===== src/core/bwp_pkg.sv =====
// Constants for the byte-wide port with function multiplexing.
// Assumes a 32-bit AXI4-Lite master and one system clock.
// Notes on behaviour
// Eight pins, each with own direction bit
// Direction one: driver off, pin is input
// Direction zero: pin driven from output latch
// Latch addressable; read-back gives latch, not pins
// After reset all pins are inputs
// Schmitt buffers normally, TTL while parallel port active; code also selects TTL while the memory bus is active
// Bus owns pins until bus disable bit set; code resets the bit set, so the bus owns pins only once it is cleared
// Bus mode overrides direction bits
// Parallel mode outranks all except memory bus; code also lets the serial unit outrank it
// Bus drives address/data, samples pins as data
// Bus also overrides serial output on pin four
// Parallel host read drives latch, ignores direction
// Parallel host write data captured from pins
// Pin four carries serial data out when output
// Pins five to seven serial inputs; bus wins
// Pin register reads pins, writes update latch
package bwp_pkg;
  localparam int ADDR_W = 8;
  localparam logic [7:0] OFS_PIN_LEVEL = 8'h00;
  localparam logic [7:0] OFS_OUT_LATCH = 8'h04;
  localparam logic [7:0] OFS_DIRECTION = 8'h08;
  localparam logic [7:0] OFS_MEM_CTRL = 8'h0c;
  localparam logic [7:0] OFS_PSP_CTRL = 8'h10;
  localparam logic [7:0] OFS_PSP_DATA = 8'h14;
  localparam logic [7:0] DIR_RESET = 8'hff;
  localparam logic [7:0] LATCH_RESET = 8'h00;
  localparam logic [7:0] PSP_DATA_RESET = 8'h00;
  localparam logic BUS_DISABLE_RESET = 1'b1;
  localparam logic PSP_ENABLE_RESET = 1'b0;
  localparam int BUS_DISABLE_BIT = 7;
  localparam int PSP_ENABLE_BIT = 4;
  localparam int PIN_SDO = 4;
  localparam int PIN_SDI = 5;
  localparam int PIN_SCK = 6;
  localparam int PIN_SS = 7;
  localparam logic [1:0] RESP_OKAY = 2'b00;
  localparam logic [1:0] RESP_SLVERR = 2'b10;
  localparam logic [31:0] DATA_ZERO = 32'h0000_0000;
endpackage


===== src/core/bwp_port.sv =====
// Byte-wide bidirectional port with memory bus, parallel slave and
// second serial unit sharing the pins, behind an AXI4-Lite slave.
// Assumes pins and parallel strobes are asynchronous; serial and bus
// controller signals come from logic on CLK_SYS.
`timescale 1ns/1ps
module bwp_port
#(
  parameter logic BUS_PRESENT = 1'b1
)
(
  input wire logic CLK_SYS,
  input wire logic SYS_RST,
  input wire logic [bwp_pkg::ADDR_W-1:0] AWADDR,
  input wire logic AWVALID,
  output logic AWREADY,
  input wire logic [31:0] WDATA,
  input wire logic [3:0] WSTRB,
  input wire logic WVALID,
  output logic WREADY,
  output logic [1:0] BRESP,
  output logic BVALID,
  input wire logic BREADY,
  input wire logic [bwp_pkg::ADDR_W-1:0] ARADDR,
  input wire logic ARVALID,
  output logic ARREADY,
  output logic [31:0] RDATA,
  output logic [1:0] RRESP,
  output logic RVALID,
  input wire logic RREADY,
  input wire logic [7:0] PIN_IN,
  output logic [7:0] PIN_OUT,
  output logic [7:0] PIN_OE,
  output logic PIN_TTL_SELECT,
  input wire logic PSP_SELECT_N,
  input wire logic PSP_READ_N,
  input wire logic PSP_WRITE_N,
  input wire logic [7:0] MEM_AD_OUT,
  input wire logic MEM_AD_DRIVE,
  output logic [7:0] MEM_DATA_IN,
  input wire logic SER_SPI_ENABLE,
  input wire logic SER_DATA_OUT,
  input wire logic SER_CLOCK_OUT,
  input wire logic SER_TW_ENABLE,
  input wire logic SER_TW_DATA_LOW,
  input wire logic SER_TW_CLOCK_LOW,
  output logic SER_DATA_IN,
  output logic SER_CLOCK_IN,
  output logic SER_SELECT_IN
);
  import bwp_pkg::*;

  function automatic logic addr_valid(input logic [ADDR_W-1:0] a);
    addr_valid = (a == OFS_PIN_LEVEL) || (a == OFS_OUT_LATCH) ||
                 (a == OFS_DIRECTION) || (a == OFS_MEM_CTRL) ||
                 (a == OFS_PSP_CTRL) || (a == OFS_PSP_DATA);
  endfunction

  logic [7:0] latch;
  logic [7:0] dir;
  logic bus_disable;
  logic psp_enable;
  logic [7:0] psp_data;
  logic [7:0] pin_meta;
  logic [7:0] pin_sync;
  logic [2:0] ctl_meta;
  logic [2:0] ctl_sync;
  logic wr_strobe_prev;
  logic [ADDR_W-1:0] aw_addr;
  logic aw_full;
  logic [31:0] w_data;
  logic [3:0] w_strb;
  logic w_full;

  // Pins and host strobes are asynchronous: two stages first
  always_ff @(posedge CLK_SYS or posedge SYS_RST)
  begin
    if (SYS_RST)
    begin
      pin_meta <= 8'h00;
      pin_sync <= 8'h00;
      ctl_meta <= 3'h7;
      ctl_sync <= 3'h7;
    end
    else
    begin
      pin_meta <= PIN_IN;
      pin_sync <= pin_meta;
      ctl_meta <= {PSP_WRITE_N, PSP_READ_N, PSP_SELECT_N};
      ctl_sync <= ctl_meta;
    end
  end

  wire psp_sel = ~ctl_sync[0];
  wire psp_rd = psp_sel & ~ctl_sync[1];
  wire psp_wr_end = ctl_sync[2] & ~wr_strobe_prev & psp_sel;
  wire bus_en = BUS_PRESENT & ~bus_disable;
  wire psp_on = psp_enable & ~bus_en;

  // Write channel
  wire aw_take = AWVALID & AWREADY;
  wire w_take = WVALID & WREADY;
  wire wr_fire = aw_full & w_full & ~BVALID;
  wire wr_ok = addr_valid(aw_addr);
  wire wr_lane = wr_fire & w_strb[0];
  wire wr_latch = wr_lane &
    ((aw_addr == OFS_OUT_LATCH) || (aw_addr == OFS_PIN_LEVEL));
  wire wr_dir = wr_lane & (aw_addr == OFS_DIRECTION);
  wire wr_mem = wr_lane & (aw_addr == OFS_MEM_CTRL);
  wire wr_psp = wr_lane & (aw_addr == OFS_PSP_CTRL);

  always_ff @(posedge CLK_SYS or posedge SYS_RST)
  begin
    if (SYS_RST)
    begin
      AWREADY <= 1'b1;
      WREADY <= 1'b1;
      aw_full <= 1'b0;
      w_full <= 1'b0;
      aw_addr <= '0;
      w_data <= DATA_ZERO;
      w_strb <= 4'h0;
      BVALID <= 1'b0;
      BRESP <= RESP_OKAY;
    end
    else
    begin
      if (aw_take)
      begin
        aw_addr <= AWADDR;
        aw_full <= 1'b1;
        AWREADY <= 1'b0;
      end
      if (w_take)
      begin
        w_data <= WDATA;
        w_strb <= WSTRB;
        w_full <= 1'b1;
        WREADY <= 1'b0;
      end
      if (wr_fire)
      begin
        aw_full <= 1'b0;
        w_full <= 1'b0;
        BVALID <= 1'b1;
        BRESP <= wr_ok ? RESP_OKAY : RESP_SLVERR;
      end
      else if (BVALID && BREADY)
      begin
        BVALID <= 1'b0;
        AWREADY <= 1'b1;
        WREADY <= 1'b1;
      end
    end
  end

  // Register file; direction resets to all inputs
  always_ff @(posedge CLK_SYS or posedge SYS_RST)
  begin
    if (SYS_RST)
    begin
      latch <= LATCH_RESET;
      dir <= DIR_RESET;
      bus_disable <= BUS_DISABLE_RESET;
      psp_enable <= PSP_ENABLE_RESET;
    end
    else
    begin
      if (wr_latch)
        latch <= w_data[7:0];
      if (wr_dir)
        dir <= w_data[7:0];
      if (wr_mem)
        bus_disable <= w_data[BUS_DISABLE_BIT];
      if (wr_psp)
        psp_enable <= w_data[PSP_ENABLE_BIT];
    end
  end

  // Host write data is taken at the end of the write strobe
  always_ff @(posedge CLK_SYS or posedge SYS_RST)
  begin
    if (SYS_RST)
    begin
      wr_strobe_prev <= 1'b1;
      psp_data <= PSP_DATA_RESET;
    end
    else
    begin
      wr_strobe_prev <= ctl_sync[2];
      if (psp_on && psp_wr_end)
        psp_data <= pin_sync;
    end
  end

  // Read channel; pin register shows sampled levels, latch its own
  logic [31:0] rd_mux;
  assign rd_mux =
    (ARADDR == OFS_PIN_LEVEL) ? {24'h000000, pin_sync} :
    (ARADDR == OFS_OUT_LATCH) ? {24'h000000, latch} :
    (ARADDR == OFS_DIRECTION) ? {24'h000000, dir} :
    (ARADDR == OFS_MEM_CTRL) ? {24'h000000, bus_disable, 7'h00} :
    (ARADDR == OFS_PSP_CTRL) ? {27'h0000000, psp_enable, 4'h0} :
    (ARADDR == OFS_PSP_DATA) ? {24'h000000, psp_data} : DATA_ZERO;

  always_ff @(posedge CLK_SYS or posedge SYS_RST)
  begin
    if (SYS_RST)
    begin
      ARREADY <= 1'b1;
      RVALID <= 1'b0;
      RDATA <= DATA_ZERO;
      RRESP <= RESP_OKAY;
    end
    else if (ARVALID && ARREADY)
    begin
      ARREADY <= 1'b0;
      RVALID <= 1'b1;
      RDATA <= rd_mux;
      RRESP <= addr_valid(ARADDR) ? RESP_OKAY : RESP_SLVERR;
    end
    else if (RVALID && RREADY)
    begin
      RVALID <= 1'b0;
      ARREADY <= 1'b1;
    end
  end

  // Serial unit claims: data out and clock out only when the
  // direction bit asks for an output; two-wire lines are open drain.
  wire [7:0] ser_own;
  wire [7:0] ser_out;
  wire [7:0] ser_oe;
  assign ser_own[3:0] = 4'h0;
  assign ser_out[3:0] = 4'h0;
  assign ser_oe[3:0] = 4'h0;
  assign ser_own[PIN_SDO] = SER_SPI_ENABLE & ~dir[PIN_SDO];
  assign ser_out[PIN_SDO] = SER_DATA_OUT;
  assign ser_oe[PIN_SDO] = 1'b1;
  assign ser_own[PIN_SDI] = SER_TW_ENABLE;
  assign ser_out[PIN_SDI] = 1'b0;
  assign ser_oe[PIN_SDI] = SER_TW_DATA_LOW;
  assign ser_own[PIN_SCK] = SER_TW_ENABLE |
    (SER_SPI_ENABLE & ~dir[PIN_SCK]);
  assign ser_out[PIN_SCK] = SER_TW_ENABLE ? 1'b0 : SER_CLOCK_OUT;
  assign ser_oe[PIN_SCK] = SER_TW_ENABLE ? SER_TW_CLOCK_LOW : 1'b1;
  assign ser_own[PIN_SS] = 1'b0;
  assign ser_out[PIN_SS] = 1'b0;
  assign ser_oe[PIN_SS] = 1'b0;

  // Priority: memory bus, serial unit, parallel port, port data
  logic [7:0] next_pin_out;
  logic [7:0] next_pin_oe;
  genvar gi;
  generate
    for (gi = 0; gi < 8; gi++)
    begin : g_pin
      assign next_pin_out[gi] = bus_en ? MEM_AD_OUT[gi] :
        ser_own[gi] ? ser_out[gi] : latch[gi];
      assign next_pin_oe[gi] = bus_en ? MEM_AD_DRIVE :
        ser_own[gi] ? ser_oe[gi] :
        psp_on ? psp_rd : ~dir[gi];
    end
  endgenerate

  always_ff @(posedge CLK_SYS or posedge SYS_RST)
  begin
    if (SYS_RST)
    begin
      PIN_OUT <= 8'h00;
      PIN_OE <= 8'h00;
      PIN_TTL_SELECT <= 1'b0;
      MEM_DATA_IN <= 8'h00;
      SER_DATA_IN <= 1'b0;
      SER_CLOCK_IN <= 1'b0;
      SER_SELECT_IN <= 1'b1;
    end
    else
    begin
      PIN_OUT <= next_pin_out;
      PIN_OE <= next_pin_oe;
      PIN_TTL_SELECT <= bus_en | psp_on;
      MEM_DATA_IN <= pin_sync;
      SER_DATA_IN <= pin_sync[PIN_SDI];
      SER_CLOCK_IN <= pin_sync[PIN_SCK];
      SER_SELECT_IN <= pin_sync[PIN_SS];
    end
  end
endmodule


===== config.mk =====
export PLATFORM = sky130hd
export DESIGN_NAME = bwp_port
export DESIGN_NICKNAME = d
export VERILOG_FILES = /design/src/core/bwp_pkg.sv /design/src/core/bwp_port.sv
export SDC_FILE = /design/constraint.sdc
export NUM_CORES = 1
export LEC_CHECK = 0
export CORE_MARGIN = 2
export CORE_UTILIZATION = 45
export DETAILED_ROUTE_END_ITERATION = 16
export DONT_BUFFER_PORTS = 1
export GPL_TIMING_DRIVEN = 1
export PLACE_DENSITY_LB_ADDON = 0.05
export SLEW_MARGIN = 30
export SYNTH_ARGS = -nofsm -noshare
export SYNTH_HDL_FRONTEND = slang
export SYNTH_SLANG_ARGS = --single-unit

===== constraint.sdc =====
create_clock -name CLK_SYS -period 6.6 [get_ports CLK_SYS]
set_input_delay 0.33 -clock CLK_SYS [delete_from_list [all_inputs] [get_ports CLK_SYS]]
set_output_delay 0.33 -clock CLK_SYS [all_outputs]
set_load 0.05 [all_outputs]

== After elaboration in Yosys (flattened, before gate mapping) ==
Index checks and enable logic that the tools add are counted.
Widths: inputs -> output; s select.
Operators by class
  add/sub/neg operators: 0
  $mul: 0
  div/mod/pow operators: 0
  $lt $le $gt $ge: 0
  equal/unequal tests: 10
  shift operators: 0
  muxes and demuxes: 56
  bitwise operators: 30
  reduce and logical (&&, ||, !) cells: 20
Operator list (count)
  $mux 1: 48
  $mux 8: 6
  $eq 8x4->1 const B: 4
  $eq 8x5->1 const B: 4
  $eq 8x3->1 const B: 2
  $logic_not 8->1: 2
  $and 1x1->1: 15
  $not 1->1: 13
  $logic_or 1x1->1: 10
  $reduce_bool 2->1: 4
  $logic_and 1x1->1: 4
  $mux 2: 2
  $or 1x1->1: 2
Storage, ports and cells
  register bits after elaboration: 137
  bits in latches: 0
  memory bits (writable): 0
  ROM bits: 0
  input bits: 85
  output and inout port bits: 69
  logic and storage cells: 146
  memories kept: 0

== Longest topological paths before layout ==
  word-level depth: 7
  gate-level depth with buffers: 5
  mapped depth without buffers: 4

== Worst setup path before layout ==
OpenSTA, ideal clock, no wires.
  path kind: reg2reg
  start: register aw_addr[1]
  end: register dir[0]
  library setup time: 82 ps
  arrival: 1650 ps
  required time: 6518 ps
  setup slack: 4867 ps
  stages on the path, launching flop included: 6
  buffers on the path: 1
  period minus slack after synthesis: 1733 ps
  cell sequence: dfrtp_1 > or4_4 > nor2_4 > and3_4 > buf_12 > mux2_4
Between the ends
  word-level cells in the longest chain between the ends: 2
RTL lines
  start, declared: line bwp_port.sv:68  | logic [ADDR_W-1:0] aw_addr;
  start signal, assigned: line bwp_port.sv:119  | aw_addr <= '0;
  start signal, assigned: line bwp_port.sv:129  | aw_addr <= AWADDR;
  $eq 8x4->1: line bwp_port.sv:107  | wire wr_dir = wr_lane & (aw_addr == OFS_DIRECTION);
  $and 1x1->1: line bwp_port.sv:107
  end signal, assigned: line bwp_port.sv:171  | dir <= w_data[7:0];
  end, declared: line bwp_port.sv:59  | logic [7:0] dir;
Every way passes these cells.
A chain may end at the register's enable or synchronous reset.

== Worst setup path after layout ==
  start: register bus_disable
  end: register psp_data[1]
Between the ends
  word-level cells in the longest chain between the ends: 2
RTL lines
  start, declared: line bwp_port.sv:60  | logic bus_disable;
  start signal, assigned: line bwp_port.sv:173  | bus_disable <= w_data[BUS_DISABLE_BIT];
  $and 1x1->1: line bwp_port.sv:97  | wire psp_on = psp_enable & ~bus_en;
  $logic_and 1x1->1: line bwp_port.sv:190  | if (psp_on && psp_wr_end)
  end signal, assigned: line bwp_port.sv:191  | psp_data <= pin_sync;
  end, declared: line bwp_port.sv:62  | logic [7:0] psp_data;
Every way passes these cells.

==> metrics.md <==
| Metric | Value |
|---|---|
| Hold depth | `1` |
| First-pass GRT wire length | `13400 um` |
| CTS Sinks | `109` |
| Crit Path Max Fanout | `20` |
| Final ANT Viol Nets | `0` |
| Hold slack final | `0.0189 ns` |
| #FFs+latches synth | `109` |
| Highest clock rate | `458 MHz` |
| Top FF cell, synth | `dfrtp_1` |
| Vias in the first global route | `2486` |
| Diodes inserted | `0` |
| Setup Slack @ Placement | `4.38 ns` |
| Most common cell after layout, fill and taps aside | `dfrtp_1` |
| Fraction of registers with async set/reset | `1.00` |
| Sequential area share after synthesis | `0.625` |
| Nets | `424` |
| CTS tree | `built` |
| Synth Area in XOR/XNOR | `0` |
| Worst flop-to-flop path startpoint | `bus_disable` |
| Core area | `9640 um2` |
| Antenna violations before repair | `0` |
| CP startpoint | `bus_disable` |
| Status | `completed` |
| Final slew viol count | `0` |
| Worst path required time | `6.86 ns` |
| Most frequent cells in the layout | `89 x dfrtp_1, 43 x mux2_2, 26 x conb_1, 20 x dfstp_2, 19 x nand2_1` |
| Compound-Gate Fraction of Synth Area | `0.0693` |
| Setup Viol. Count Final | `0` |
| Crit-path slowest cell | `dfstp_2` |
| Slew @ Worst Pin | `0.867 ns` |
| Cts hold-fix bufs | `13` |
| FF-to-FF path depth | `3` |
| Post_cts resized | `0` |
| DR pass1 iterations | `4` |
| Reg clk slew, reported paths | `0.10 ns` |
| Worst skew pair latency | `0.36 ns` |
| Overflow after GRT | `0` |
| Vias | `2412` |
| Critical Path Source Type | `register` |
| IO Count | `154` |
| Layout cells sized above 1 | `0.273` |
| Num rows | `36` |
| Post-CTS setup buffers | `0` |
| PortBufs | `0` |
| GRT Total Usage | `0.171` |
| GP Congestion | `0.749` |
| Die height | `103 um` |
| Main combinational cell family by area after synthesis | `multiplexers` |
| H-Tree Depth | `3` |
| Post-Synth Adder-Cell Area | `0` |
| Pleak | `0.00207 uW` |
| DR WL/cell | `17.8 um` |
| Post-synthesis simple-gate area fraction | `0.0935` |
| Max Cap Violations | `0` |
| Clk Tree Root Cell | `clkbuf_8` |
| Clock Tree Buf Depth | `2` |
| Dpl hpwl | `5810 um` |
| Mapped cell area | `4400 um2` |
| Crit-path cells | `nand2_1 > nor4b_4 > mux2_2` |
| R2r setup slk | `4.42 ns` |
| Fin. Hold Viols | `0` |
| Number of buffers created by CTS | `9` |
| Die Wd | `103 um` |
| Slew margin rel. | `0.423` |
| Area of the multi-input gates | `1460 um2` |
| Period utilisation layout | `0.331` |
| Vias per inst | `5.06` |
| Worst Hold Class | `input pin to register` |
| Crit. End Element | `register` |
| Yosys cell types | `39` |
| Yosys warning count | `0` |
| Average cell area after synthesis | `13.6 um2` |
| Number of enable flip-flop cells after synthesis | `0` |
| Post-Route WL | `8480 um` |
| Worst EP arrival | `2.44 ns` |
| Area growth syn-to-layout | `7.70%` |
| TNS Setup | `0 ns` |
| FILL cells | `901` |
| Post-synthesis mux area share | `0.146` |
| Fin area | `4740 um2` |
| Largest net degree at the start of global routing | `59` |
| Pwr dens | `341 nW/um2` |
| CP Capture Point | `psp_data[1]` |
| Cells after Synth | `324` |
| Area post-placement | `4420 um2` |
| Area of the die | `10600 um2` |
| RSZ-0062 raised after global routing | `no` |
| Initial core utilization | `0.457` |
| Peak VDD IR | `0.000181 V` |
| Starting DRC count in detailed routing | `89` |
| DRC violations left | `0` |
| Fin crit period | `2.18 ns` |
| Setup Skew | `0.00574 ns` |
| Layout Utilization | `0.492` |
| Storage cell area | `2750 um2` |
| Final worst slack | `4.42 ns` |
| Slowest cell delay on critical path | `0.81 ns` |
| Worst R2R End | `psp_data[1]` |
| Crit Path Category | `register to register` |
routing by layer:
layer | global-route usage | up-vias | wire length [um]
met4 | 0.0759 | 0 | 144
met5 | 0 | - | 0
met3 | 0.0434 | 11 | 532
met1 | 0.242 | 1210 | 3980
li1 | - | 1116 | -
met2 | 0.249 | 75 | 3830
through the flow:
step,total power (uW),std cells
after floorplan,1180,349
after global placement,1220,448
after detailed placement,1230,448
after CTS,1640,477
after global routing,1710,477
final,1620,477
worst min-delay path by stage:
| stage | start | to | slack [ns] |
|---|---|---|---|
| 2_1_floorplan | pin_meta[0] | pin_sync[0] | 0.33 |
| 5_1_grt | WVALID | WREADY | 0.002 |
| 3_5_place_dp | PSP_WRITE_N | ctl_meta[2] | 0.33 |
| 3_3_place_gp | pin_meta[5] | pin_sync[5] | 0.33 |
| 4_1_cts | WVALID | WREADY | 0.0008 |
| 6_report | AWVALID | AWREADY | 0.02 |
critical path, delay by kind of cell (launching register included):
family           cells  cell delay [ns]
flip-flops           1             0.81
multiplexers         1             0.41
AND/OR/NAND/NOR      2             0.85
layout make-up:
cell class              count  share of cell area
clock buffers              11              0.0298
clock inverters             5              0.0106
flip-flops and latches    109               0.580
well taps                 133              0.0351
inverters                   9             0.00765
repair buffers             14              0.0290
multi-input cells         196               0.308
cells in the mapped netlist (all sizes together), types with 2 or more instances:
library cell,number,area (um2)
nand2b,8,50.1
nand2,19,71.3
nor3b,6,45.0
dfrtp,89,2230
mux2,51,604
nor4bb,2,20.0
and3b,2,17.5
mux2i,4,40.0
inv,9,33.8
a22oi,3,22.5
nand3,2,10.0
clkbuf,6,22.5
buf,29,230
o21ai,9,45.0
nor3,2,10.0
a21oi,8,40.0
nor2b,3,18.8
a31oi,2,12.5
dfstp,20,526
a221oi,5,43.8
o41ai,5,43.8
a22o,3,26.3
o22ai,4,25.0
nor2,20,85.1
a211oi,3,22.5
power by group:
part / total [uW] / internal, uW / leakage (uW) / switching, uW
logic: 227 / 110 / 0.000666 / 117
registers: 991 / 789 / 0.00130 / 202
clock network: 400 / 184 / 0.000103 / 216
kinds of logic (layout without fill, tap and decap cells):
| logic type | count (synthesis) | after routing |
|---|---|---|
| flip-flops | 109 | 109 |
| AND/OR/NAND/NOR | 70 | 70 |
| multiplexers | 55 | 55 |
| AO/OA/AOI/OAI | 45 | 45 |
| buffers and inverters | 44 | 39 |
| other | 1 | 26 |
Power figures use the tool's default switching activity.
